`src/inc/epi_pkg.sv`:
```
// constants and types shared by the external pin interrupt block
package epi_pkg;

  // register byte offsets on the Avalon-MM slave
  localparam logic [5:0] EPI_OFS_ASYNC_SENSE = 6'h00;
  localparam logic [5:0] EPI_OFS_SYNC_SENSE = 6'h04;
  localparam logic [5:0] EPI_OFS_MASK = 6'h08;
  localparam logic [5:0] EPI_OFS_FLAG = 6'h0C;
  localparam logic [5:0] EPI_OFS_CTRL = 6'h10;
  localparam logic [5:0] EPI_OFS_EVT_STATUS = 6'h14;
  localparam logic [5:0] EPI_OFS_EVT_CLEAR = 6'h18;
  localparam logic [5:0] EPI_OFS_EVT_ENABLE = 6'h1C;

  // reset values
  localparam logic [7:0] EPI_RST_ASYNC_SENSE = 8'h00;
  localparam logic [7:0] EPI_RST_SYNC_SENSE = 8'h00;
  localparam logic [7:0] EPI_RST_MASK = 8'h00;
  localparam logic [7:0] EPI_RST_FLAG = 8'h00;
  localparam logic [1:0] EPI_RST_CTRL = 2'h0;
  localparam logic [2:0] EPI_RST_EVT = 3'h0;

  // control register fields
  localparam int EPI_CTRL_IO_CLK_RUN = 0;
  localparam int EPI_CTRL_POWER_DOWN = 1;

  // event status / clear / enable layout
  localparam int EPI_EVT_FLAG_SET = 0;
  localparam int EPI_EVT_WAKE = 1;
  localparam int EPI_EVT_WAKE_NO_IRQ = 2;

  // split between asynchronous and clocked inputs
  localparam int EPI_N_ASYNC = 4;

  // sense select field encodings
  localparam logic [1:0] EPI_SENSE_LOW = 2'h0;
  localparam logic [1:0] EPI_SENSE_CHANGE = 2'h1;
  localparam logic [1:0] EPI_SENSE_FALL = 2'h2;
  localparam logic [1:0] EPI_SENSE_RISE = 2'h3;

  // timing: clock and default wake start-up time
  localparam int EPI_CLK_MHZ = 125;
  localparam int EPI_STARTUP_US = 65;
  localparam int EPI_STARTUP_CYCLES = EPI_STARTUP_US * EPI_CLK_MHZ;

  typedef enum logic [1:0] {
    EPI_PD_IDLE,
    EPI_PD_SAMPLED_ONCE,
    EPI_PD_STARTUP
  } epi_pd_state_e;

endpackage

```
`src/verilog/epi_ext_pin_irq.sv`:
```
// external pin interrupt controller with Avalon-MM register slave
//
// Behaviour
// - pin activity raises requests even when the pin is driven as an output.
// - low-level mode keeps the request asserted as long as the pin is low, except while power-down is set or waking.
// - low levels on all inputs and edges on 3..0 work with the I/O clock stopped.
// - edges on inputs 7..4 are detected only while the I/O clock runs.
// - power-down level wake samples twice on watchdog ticks, then waits start-up.
// - level gone at end of start-up still wakes but raises no interrupt.
// - inputs 3..0 request only with global enable and mask bit set.
// - async sense register holds 2-bit fields, input 3 at 7:6, reset zero.
// - async field codes: low level, any change, falling edge, rising edge.
// - inputs 7..4 request only with global enable and mask bit set.
// - inputs 7..4 sampled each clock, edges found by comparing samples.
// - sync field codes: low level, any change, falling edge, rising edge.
// - eight-bit read/write mask register, bit n for input n, reset zero.
// - triggering edge sets flag; with mask and global enable it requests.
// - flag cleared by handler acknowledge or by writing one to it.
// - flag held cleared while its input is in level mode.
//
// The address map and the Avalon-MM interface to the registers were decided locally.
`timescale 1ns/100ps

module epi_ext_pin_irq
  import epi_pkg::*;
#(
  parameter int STARTUP_CYCLES = EPI_STARTUP_CYCLES
) (
  input wire logic clk,
  input wire logic rst,
  input wire logic [5:0] avs_address,
  input wire logic avs_read,
  input wire logic avs_write,
  input wire logic [31:0] avs_writedata,
  input wire logic [3:0] avs_byteenable,
  output logic [31:0] avs_readdata,
  output logic avs_waitrequest,
  input wire logic [7:0] ext_irq_pins,
  input wire logic global_irq_enable,
  input wire logic wdt_tick,
  input wire logic sleep_active,
  input wire logic irq_ack,
  input wire logic [2:0] irq_ack_num,
  output logic [7:0] ext_irq_req,
  output logic wake,
  output logic irq
);

  ////////////////////////////////////////////////////////////////////////////
  // helpers

  function automatic logic sense_hit(input logic [1:0] sel, input logic now, input logic prev);
    logic hit;
    hit = 1'b0;
    case (sel)
      EPI_SENSE_CHANGE: hit = now ^ prev;
      EPI_SENSE_FALL: hit = prev & ~now;
      EPI_SENSE_RISE: hit = now & ~prev;
      default: hit = 1'b0;
    endcase
    return hit;
  endfunction

  function automatic logic [7:0] apply_be8(input logic [7:0] old, input logic [31:0] wd, input logic [3:0] be);
    return be[0] ? wd[7:0] : old;
  endfunction

  // any masked input holding a low level
  function automatic logic any_wake_level(input logic [7:0] low, input logic [7:0] mask);
    return |(low & mask);
  endfunction

  // a completed write to one register with byte 0 enabled
  function automatic logic wr_hit(input logic wr, input logic [5:0] addr, input logic [3:0] be,
                                  input logic [5:0] ofs);
    return wr && (addr == ofs) && be[0];
  endfunction

  ////////////////////////////////////////////////////////////////////////////
  // registers and state

  logic [7:0] async_int_sense_control_reg;
  logic [7:0] sync_int_sense_control_reg;
  logic [7:0] ext_irq_mask_reg;
  logic [7:0] ext_irq_flag_reg;
  logic [1:0] ctrl_reg;
  logic [2:0] evt_status_reg;
  logic [2:0] evt_enable_reg;
  logic waitrequest_reg;
  logic [31:0] readdata_reg;
  logic [7:0] pin_meta_reg;
  logic [7:0] pin_sync_reg;
  logic [7:0] pin_prev_reg;
  logic [7:0] req_reg;
  logic wake_reg;
  logic irq_reg;
  epi_pd_state_e pd_state_reg;
  logic [31:0] startup_cnt_reg;
  logic lvl_wake_seen_reg;

  logic [15:0] sense_all;
  logic [7:0] level_mode;
  logic [7:0] edge_evt;
  logic [7:0] flag_clr;
  logic [7:0] flag_next;
  logic [7:0] level_low;
  logic io_clk_run;
  logic power_down;
  logic pd_hold;
  logic pd_done;
  logic pd_no_irq;
  logic [2:0] evt_set;
  logic acc_ok;
  logic do_wr;
  logic lvl_wake;

  assign io_clk_run = ctrl_reg[EPI_CTRL_IO_CLK_RUN];
  assign power_down = ctrl_reg[EPI_CTRL_POWER_DOWN];
  assign sense_all = {sync_int_sense_control_reg, async_int_sense_control_reg};
  // access completes in the cycle after waitrequest drops
  assign acc_ok = ~waitrequest_reg;
  assign do_wr = avs_write & acc_ok;

  ////////////////////////////////////////////////////////////////////////////
  // pin input synchronisers; pins are read whatever their direction
  // presets match the pulled-up idle level, so reset release shows no false edge

  always_ff @(posedge clk or posedge rst) begin
    if (rst) begin
      pin_meta_reg <= 8'hFF;
      pin_sync_reg <= 8'hFF;
      pin_prev_reg <= 8'hFF;
    end else begin
      pin_meta_reg <= ext_irq_pins;
      pin_sync_reg <= pin_meta_reg;
      pin_prev_reg <= pin_sync_reg;
    end
  end

  ////////////////////////////////////////////////////////////////////////////
  // sense decode and edge events

  always_comb begin
    level_mode = 8'h00;
    edge_evt = 8'h00;
    level_low = 8'h00;
    for (int i = 0; i < 8; i++) begin
      level_mode[i] = (sense_all[2*i +: 2] == EPI_SENSE_LOW);
      level_low[i] = level_mode[i] & ~pin_sync_reg[i];
      if (i < EPI_N_ASYNC) begin
        edge_evt[i] = sense_hit(sense_all[2*i +: 2], pin_sync_reg[i], pin_prev_reg[i]);
      end else begin
        // clocked inputs see no edges while the I/O clock is halted
        edge_evt[i] = io_clk_run & sense_hit(sense_all[2*i +: 2], pin_sync_reg[i], pin_prev_reg[i]);
      end
    end
  end

  ////////////////////////////////////////////////////////////////////////////
  // pending flags: set wins over clear, level mode forces clear

  always_comb begin
    flag_clr = 8'h00;
    if (wr_hit(do_wr, avs_address, avs_byteenable, EPI_OFS_FLAG)) begin
      flag_clr = avs_writedata[7:0];
    end
    if (irq_ack) begin
      flag_clr[irq_ack_num] = 1'b1;
    end
    flag_next = ((ext_irq_flag_reg & ~flag_clr) | edge_evt) & ~level_mode;
  end

  always_ff @(posedge clk or posedge rst) begin
    if (rst) begin
      ext_irq_flag_reg <= EPI_RST_FLAG;
    end else begin
      ext_irq_flag_reg <= flag_next;
    end
  end

  ////////////////////////////////////////////////////////////////////////////
  // request outputs

  always_ff @(posedge clk or posedge rst) begin
    if (rst) begin
      req_reg <= 8'h00;
    end else begin
      for (int i = 0; i < 8; i++) begin
        // level requests stay up while the pin is low, except while power-down is set or its wake sequence runs
        req_reg[i] <= global_irq_enable & ext_irq_mask_reg[i] &
                      (flag_next[i] | (level_low[i] & ~pd_hold));
      end
    end
  end

  ////////////////////////////////////////////////////////////////////////////
  // power-down level wake sequencer

  assign pd_hold = power_down | (pd_state_reg != EPI_PD_IDLE);
  assign pd_done = (pd_state_reg == EPI_PD_STARTUP) && (startup_cnt_reg == 32'h0);
  // no interrupt when the level vanished before the start-up time ended
  assign pd_no_irq = pd_done & ~any_wake_level(level_low, ext_irq_mask_reg);

  always_ff @(posedge clk or posedge rst) begin
    if (rst) begin
      pd_state_reg <= EPI_PD_IDLE;
      startup_cnt_reg <= 32'h0;
    end else begin
      case (pd_state_reg)
        EPI_PD_IDLE: begin
          // one low sample is not enough; noise must survive two watchdog ticks
          if (power_down && wdt_tick && any_wake_level(level_low, ext_irq_mask_reg)) begin
            pd_state_reg <= EPI_PD_SAMPLED_ONCE;
          end
        end
        EPI_PD_SAMPLED_ONCE: begin
          if (wdt_tick) begin
            if (any_wake_level(level_low, ext_irq_mask_reg)) begin
              pd_state_reg <= EPI_PD_STARTUP;
              // counts down so pd_done lands after exactly STARTUP_CYCLES cycles
              startup_cnt_reg <= 32'(STARTUP_CYCLES - 1);
            end else begin
              pd_state_reg <= EPI_PD_IDLE;
            end
          end
        end
        EPI_PD_STARTUP: begin
          if (startup_cnt_reg == 32'h0) begin
            pd_state_reg <= EPI_PD_IDLE;
          end else begin
            startup_cnt_reg <= startup_cnt_reg - 32'h1;
          end
        end
        default: pd_state_reg <= EPI_PD_IDLE;
      endcase
    end
  end

  ////////////////////////////////////////////////////////////////////////////
  // wake output and event interrupt

  // level wake from the other clock-stopped sleep modes, once per low episode
  assign lvl_wake = sleep_active & ~power_down & any_wake_level(level_low, ext_irq_mask_reg) &
                    ~lvl_wake_seen_reg;

  always_ff @(posedge clk or posedge rst) begin
    if (rst) begin
      lvl_wake_seen_reg <= 1'b0;
    end else begin
      lvl_wake_seen_reg <= sleep_active & ~power_down & any_wake_level(level_low, ext_irq_mask_reg);
    end
  end

  always_ff @(posedge clk or posedge rst) begin
    if (rst) begin
      wake_reg <= 1'b0;
    end else begin
      // clockless-class events on 3..0 wake from any sleep mode
      wake_reg <= pd_done | lvl_wake |
                  (sleep_active & |(edge_evt[EPI_N_ASYNC-1:0] & ext_irq_mask_reg[EPI_N_ASYNC-1:0]));
    end
  end

  assign evt_set = {pd_no_irq, pd_done, |(edge_evt & ~level_mode)};
  // an event landing in the cycle of its clear is kept

  always_ff @(posedge clk or posedge rst) begin
    if (rst) begin
      evt_status_reg <= EPI_RST_EVT;
    end else if (wr_hit(do_wr, avs_address, avs_byteenable, EPI_OFS_EVT_CLEAR)) begin
      evt_status_reg <= (evt_status_reg & ~avs_writedata[2:0]) | evt_set;
    end else begin
      evt_status_reg <= evt_status_reg | evt_set;
    end
  end

  always_ff @(posedge clk or posedge rst) begin
    if (rst) begin
      irq_reg <= 1'b0;
    end else begin
      // registered for a clean output, one cycle behind the status bits
      irq_reg <= |(evt_status_reg & evt_enable_reg);
    end
  end

  ////////////////////////////////////////////////////////////////////////////
  // software-written registers

  always_ff @(posedge clk or posedge rst) begin
    if (rst) begin
      async_int_sense_control_reg <= EPI_RST_ASYNC_SENSE;
      sync_int_sense_control_reg <= EPI_RST_SYNC_SENSE;
      ext_irq_mask_reg <= EPI_RST_MASK;
      ctrl_reg <= EPI_RST_CTRL;
      evt_enable_reg <= EPI_RST_EVT;
    end else if (do_wr) begin
      case (avs_address)
        EPI_OFS_ASYNC_SENSE: async_int_sense_control_reg <= apply_be8(async_int_sense_control_reg,
                                                                      avs_writedata, avs_byteenable);
        EPI_OFS_SYNC_SENSE: sync_int_sense_control_reg <= apply_be8(sync_int_sense_control_reg,
                                                                    avs_writedata, avs_byteenable);
        EPI_OFS_MASK: ext_irq_mask_reg <= apply_be8(ext_irq_mask_reg, avs_writedata, avs_byteenable);
        EPI_OFS_CTRL: begin
          if (avs_byteenable[0]) begin
            ctrl_reg <= avs_writedata[1:0];
          end
        end
        EPI_OFS_EVT_ENABLE: begin
          if (avs_byteenable[0]) begin
            evt_enable_reg <= avs_writedata[2:0];
          end
        end
        default: ctrl_reg <= ctrl_reg;
      endcase
    end
  end

  ////////////////////////////////////////////////////////////////////////////
  // Avalon-MM handshake and read data
  // one wait state: taken with waitrequest high, answered in the next cycle

  always_ff @(posedge clk or posedge rst) begin
    if (rst) begin
      waitrequest_reg <= 1'b1;
    end else if ((avs_read || avs_write) && waitrequest_reg) begin
      waitrequest_reg <= 1'b0;
    end else begin
      waitrequest_reg <= 1'b1;
    end
  end

  always_ff @(posedge clk or posedge rst) begin
    if (rst) begin
      readdata_reg <= 32'h0;
    end else if (avs_read && waitrequest_reg) begin
      case (avs_address)
        EPI_OFS_ASYNC_SENSE: readdata_reg <= {24'h0, async_int_sense_control_reg};
        EPI_OFS_SYNC_SENSE: readdata_reg <= {24'h0, sync_int_sense_control_reg};
        EPI_OFS_MASK: readdata_reg <= {24'h0, ext_irq_mask_reg};
        EPI_OFS_FLAG: readdata_reg <= {24'h0, ext_irq_flag_reg};
        EPI_OFS_CTRL: readdata_reg <= {30'h0, ctrl_reg};
        EPI_OFS_EVT_STATUS: readdata_reg <= {29'h0, evt_status_reg};
        EPI_OFS_EVT_ENABLE: readdata_reg <= {29'h0, evt_enable_reg};
        default: readdata_reg <= 32'h0;
      endcase
    end else begin
      // data stands only in the answer cycle, so no stale value is taken later
      readdata_reg <= 32'h0;
    end
  end

  assign avs_readdata = readdata_reg;
  assign avs_waitrequest = waitrequest_reg;
  assign ext_irq_req = req_reg;
  assign wake = wake_reg;
  assign irq = irq_reg;

endmodule
```
`config.mk`:
```
export PLATFORM = sky130hd
export DESIGN_NAME = epi_ext_pin_irq
export DESIGN_NICKNAME = d
export VERILOG_FILES = /design/src/inc/epi_pkg.sv /design/src/verilog/epi_ext_pin_irq.sv
export SDC_FILE = /design/constraint.sdc
export NUM_CORES = 1
export LEC_CHECK = 0
export BUFFER_PORTS_ARGS = -buffer_cell sky130_fd_sc_hd__clkbuf_2
export CORE_MARGIN = 10
export CORE_UTILIZATION = 38
export CTS_CLUSTER_SIZE = 16
export DETAILED_ROUTE_END_ITERATION = 10
export PLACE_DENSITY = 0.66
export SLEW_MARGIN = 20
export SYNTH_ARGS = -nofsm -noshare
export SYNTH_HDL_FRONTEND = slang
export SYNTH_SLANG_ARGS = --single-unit
```
`constraint.sdc`:
```
create_clock -name clk -period 7.7 [get_ports clk]
set_input_delay 1.925 -clock clk [delete_from_list [all_inputs] [get_ports clk]]
set_output_delay 1.925 -clock clk [all_outputs]
set_load 0.02 [all_outputs]
```
Word-level counts from Yosys, hierarchy flattened
Cells that the tools add are included.
Word-level totals
  register bits after elaboration: 142
  latch bits: 0
  memory bits (writable): 0
  bits in read-only memories: 0
  output and inout port bits: 43
  memories: 0
Operators by class
  $add $sub $neg: 1
  multipliers: 0
  div/mod/pow operators: 0
  order comparisons: 2
  equality and inequality tests: 38
  shifts and indexed selects: 0
  multiplexer cells: 25
  bitwise logic cells: 112
  reductions and logical operators: 35
Operators with widths (count)
  $mux 32: 4
  $pmux 32 s2: 1
  $and 1x1->1: 58
  $pmux 8 s7: 1
  $eq 2x2->1 const B: 17
  $and 8x8->8: 4
  $logic_not 32->1: 1
  $sub 32x1->32 const B: 1
  $eq 6x5->1 const B: 4
  $pmux 1 s3: 8
  $not 1->1: 21
  $eq 2x1->1 const B: 9
  $logic_not 2->1: 9
  $reduce_and 3->1: 6
  $mux 8: 2
  $not 8->8: 2
  $or 8x8->8: 2
  $reduce_or 8->1: 2
  $eq 6x4->1 const B: 2
  $or 1x1->1: 11
  $logic_and 1x1->1: 10
  $mux 2: 4
  $ne 2x2->1 const B: 4
  $xor 1x1->1: 8
  18 further kinds: 22

Logic depth before layout (Yosys ltp)
  word-level depth: 13
  gate-level depth with buffers: 9
  gate-level depth less buffers: 7

Worst setup path after synthesis
OpenSTA, ideal clock, no wires.
  path type: input to register
  from: input avs_address[1]
  to: register req_reg[0], in the netlist ext_irq_req[0]
  arrival time: 3.684 ns
  required time: 7.580 ns
  setup slack: 3.895 ns
  stages on the path: 5
  buffers on the path: 0
  path through: or4b_2 nor3_1 a21oi_1 o22a_1 o211a_1
On the way
  cells in the longest elaborated chain, start to end: 12
Ends and longest elaborated chain
  start: declaration: RTL line epi_ext_pin_irq.sv:31  | input wire logic [5:0] avs_address,
  $eq 6x4->1 (*): RTL line epi_ext_pin_irq.sv:76  | return wr && (addr == ofs) && be[0];
  $logic_and 1x1->1 (*) (2 in series): RTL line epi_ext_pin_irq.sv:76
  $mux 8 (*): RTL line epi_ext_pin_irq.sv:164  | if (wr_hit(do_wr, avs_address, avs_byteenable, EPI_OFS_FLAG)) begin
  $or 8x8->8 (no line)
  $mux 8 (*): RTL line epi_ext_pin_irq.sv:167  | if (irq_ack) begin
  $not 8->8 (*): RTL line epi_ext_pin_irq.sv:170  | flag_next = ((ext_irq_flag_reg & ~flag_clr) | edge_evt) & ~level_mode;
  $and 8x8->8 (*): RTL line epi_ext_pin_irq.sv:170
  $or 8x8->8 (*): RTL line epi_ext_pin_irq.sv:170
  $and 8x8->8 (*): RTL line epi_ext_pin_irq.sv:170
  via flag_next[0]: RTL line epi_ext_pin_irq.sv:105  | logic [7:0] flag_next;
  $or 1x1->1 (*): RTL line epi_ext_pin_irq.sv:191  | (flag_next[i] | (level_low[i] & ~pd_hold));
  $and 1x1->1 (*): RTL line epi_ext_pin_irq.sv:190  | req_reg[i] <= global_irq_enable & ext_irq_mask_reg[i] &
  end signal: indexed assignment: RTL line epi_ext_pin_irq.sv:190
  end: declaration: RTL line epi_ext_pin_irq.sv:94  | logic [7:0] req_reg;
Mark *: on every way through the listed nets, which the timed path passes. The rest lies on a longest branch.
A chain may end at the register's enable or synchronous reset.

Worst setup path after layout
  from: input avs_address[1]
  to: register sync_int_sense_control_reg[4]
On the way
  cells in the longest elaborated chain, start to end: 2
Ends and longest elaborated chain
  $eq 6x3->1: RTL line epi_ext_pin_irq.sv:297  | case (avs_address)
  $reduce_and 3->1 (no line)
  end signal: assignment: RTL line epi_ext_pin_irq.sv:300  | EPI_OFS_SYNC_SENSE: sync_int_sense_control_reg <= apply_be8(sync_int_sense_control_reg,
  end: declaration: RTL line epi_ext_pin_irq.sv:83  | logic [7:0] sync_int_sense_control_reg;
No other way between the ends.

==> out/qor.yml <==
cp_data_arrival_time_ns: 4.27
reg2reg_setup_slack_ns: 4.54
clk_path_buf_depth: 2
finalHoldViolCount: 0
grt_pass1_vias: 4780
cap_violations: 0
drt-pass1-iter-count: 5
drc_errors: 0
post_cts_resized: 0
cts_hold_buf: 0
dp_hpwl_mm: 10.9
hp-start: "pin_meta_reg[4]$_DFF_PP1_"
synth.distinct_cells: 57
ir_worst_vdd_mv: 0.157
cts.clk_slew.worst_paths_ns: 0.05
wl_mm: 15.7
maxSlewViolCount: 0
async_flop_share_pct: 100
powerDensity_nw_per_um2: 224
endpoint_kind: "flip-flop"
synth_edf_count: 0
min_path_type: "flip-flop to flip-flop"
wl_per_cell_um: 18.4
path_class: "primary input to flip-flop"
max_slew_margin_pct: 31.0
synth_top_cell_by_area: "dfrtp_1"
required_ns: 8.00
fmax_ghz: 0.252
synth.top_cells.by_area: "dfrtp_1 38%, dfstp_2 11%, mux2_2 5.5%, ha_1 3.7%, buf_4 2.9%"
synth-seq-cells: 118
drive_gt1_share_pct: 24.2
rr_endpoint: "startup_cnt_reg[1]$_DFFE_PP0P_"
clock-sinks: 118
htree_levels: 4
vias_per_cell: 5.71
mostFrequentLayoutCells: "93 x dfrtp_1, 52 x clkbuf_2, 31 x nor2_1"
die-area_sq_um: 21600
setup_violations: 0
total_power_w: 0.00159
post-cts-setup-buffer-count: 0
hold_slack_ns: 0.354
worstRegToRegCells: 7
r2r-start: "startup_cnt_reg[0]$_DFFE_PP0P_"
syn_area_sq_um: 6120
yosys_warnings: 0
slowest_stage: "or4b_2"
yosys_most_used_dff: "dfrtp_1"
num_rows: 46
worst-path-max-fanout: 8
start_util_pct: 38.7
final_common_cell: "dfrtp_1"
clock_latency_ns: 0.42
grt_use_total_pct: 14.4
crit_family: "simple AND/OR/NAND/NOR gates"
cts_tree: "done"
outcome: "complete, no violations"
ios: 104
drt_iter0_markers: 493
largest_reg_flops: 32
drtAntennaViolNets: 0
syn_area_per_cell_sq_um: 10.8
syn_to_final_growth_pct: 16.3
die_width_um: 147
fin_crit_sh_pct: 51.6
p_leak_nw: 3.34
clockRootBuffer: "clkbuf_16"
post-route-min-period_ns: 3.97
start_kind: "primary input"
synthCells: 568
grt_start_max_net_pins: 84
critPathMaxStageDelay_ns: 0.72
port_buffers: 52
vias: 4866
cp.buffers_inverters: 1
globalplace.congestion: 0.942
final_nets: 702
rsz0062_at_grt: "false"
n_antenna_cell: 0
design.core.area_sq_um: 15800
cts_made_buffers: 17
holdPathStages: 0
final_core_util_pct: 45.0
yosys.area.top_type_share_pct: 38.0
min_to: "pin_sync_reg[4]$_DFF_PP1_"
finClkSkew_ns: 0.00924
antenna_found_initial: 0
tns_ns: 0
tightest_slew_ns: 1.03
grt-ovfl-total: 0
crit_path_cell_trace: "clkbuf_2, or4b_2, nor3_1, nand2_1, mux2_2"
die_h_um: 147
grt_first_pass_wirelength_mm: 25.5
yosysSeqAreaShare_pct: 48.8
==> stage by stage <==
stage,std cells,worst slack (ns),instance area (sq um)
floorplan,591,2.69,6210
global placement,820,3.24,6480
detailed placement,820,3.25,6480
CTS,852,3.69,7110
global route,852,3.63,7120
finish,852,3.73,7120
==> worst max-delay path by stage <==
| stage | start | cells after the start | slack [ns] | end |
|---|---|---|---|---|
| CTS | avs_address[1] | 6 | 3.69 | ext_irq_req[1]$_DFF_PP0_ |
| finish | avs_address[1] | 5 | 3.73 | sync_int_sense_control_reg[4]$_DFFE_PP0P_ |
| global placement | avs_address[1] | 6 | 3.24 | ext_irq_req[1]$_DFF_PP0_ |
| floorplan | rst | 1 | 2.69 | async_int_sense_control_reg[0]$_DFFE_PP0P_ |
| detailed placement | avs_address[1] | 6 | 3.25 | ext_irq_req[1]$_DFF_PP0_ |
| global route | avs_address[1] | 6 | 3.63 | ext_irq_req[1]$_DFF_PP0_ |
==> Yosys cell counts, drive strengths merged, types with 5 or more instances <==
| library cell | count |
|---|---|
| a21o | 14 |
| a21oi | 23 |
| a22oi | 15 |
| a31oi | 20 |
| a41oi | 9 |
| buf | 32 |
| clkbuf | 10 |
| dfrtp | 93 |
| dfstp | 25 |
| ha | 18 |
| inv | 28 |
| mux2 | 30 |
| mux2i | 8 |
| nand2 | 29 |
| nand2b | 15 |
| nand3 | 10 |
| nand4 | 6 |
| nor2 | 31 |
| nor2b | 11 |
| nor3 | 21 |
| nor3b | 5 |
| nor4 | 16 |
| nor4b | 6 |
| o211a | 9 |
| o21ai | 18 |
| or3 | 7 |
| or4 | 6 |
==> layout make-up <==
class                      instances  area [sq um]
tap                              216           270
inverter                          28           108
timing repair buffer              55           287
clock inverter                    12           176
clock buffer                      20           457
multi-input combinational        403          2830
fill                            1466          8710
sequential                       118          2980
==> cells by family (layout without fill, tap and decap cells) <==
logic type / Yosys count / after routing / synth area share, %
AOI/OAI and AO/OA: 147 / 147 / 17.5
adders and majority gates: 18 / 18 / 3.68
buffers and inverters: 70 / 115 / 6.40
DFF: 118 / 118 / 48.8
muxes: 41 / 41 / 7.93
other: 1 / 24 / 0.0613
and+or+nand+nor: 173 / 173 / 15.7
==> metal layers <==
layer	routed length [um]	track usage [%]
met5	0	0
met4	303	5.20
met3	1370	5.10
met2	7530	23.0
met1	6480	17.7
==> power breakdown <==
part	switching (W)	leakage, nW	total [W]	internal [W]
sequential	0.0000202	1.43	0.000663	0.000643
combinational	0.0000539	1.62	0.0000843	0.0000304
clock	0.000287	0.294	0.000844	0.000557
No activity file was read; power rests on OpenSTA's default activity.
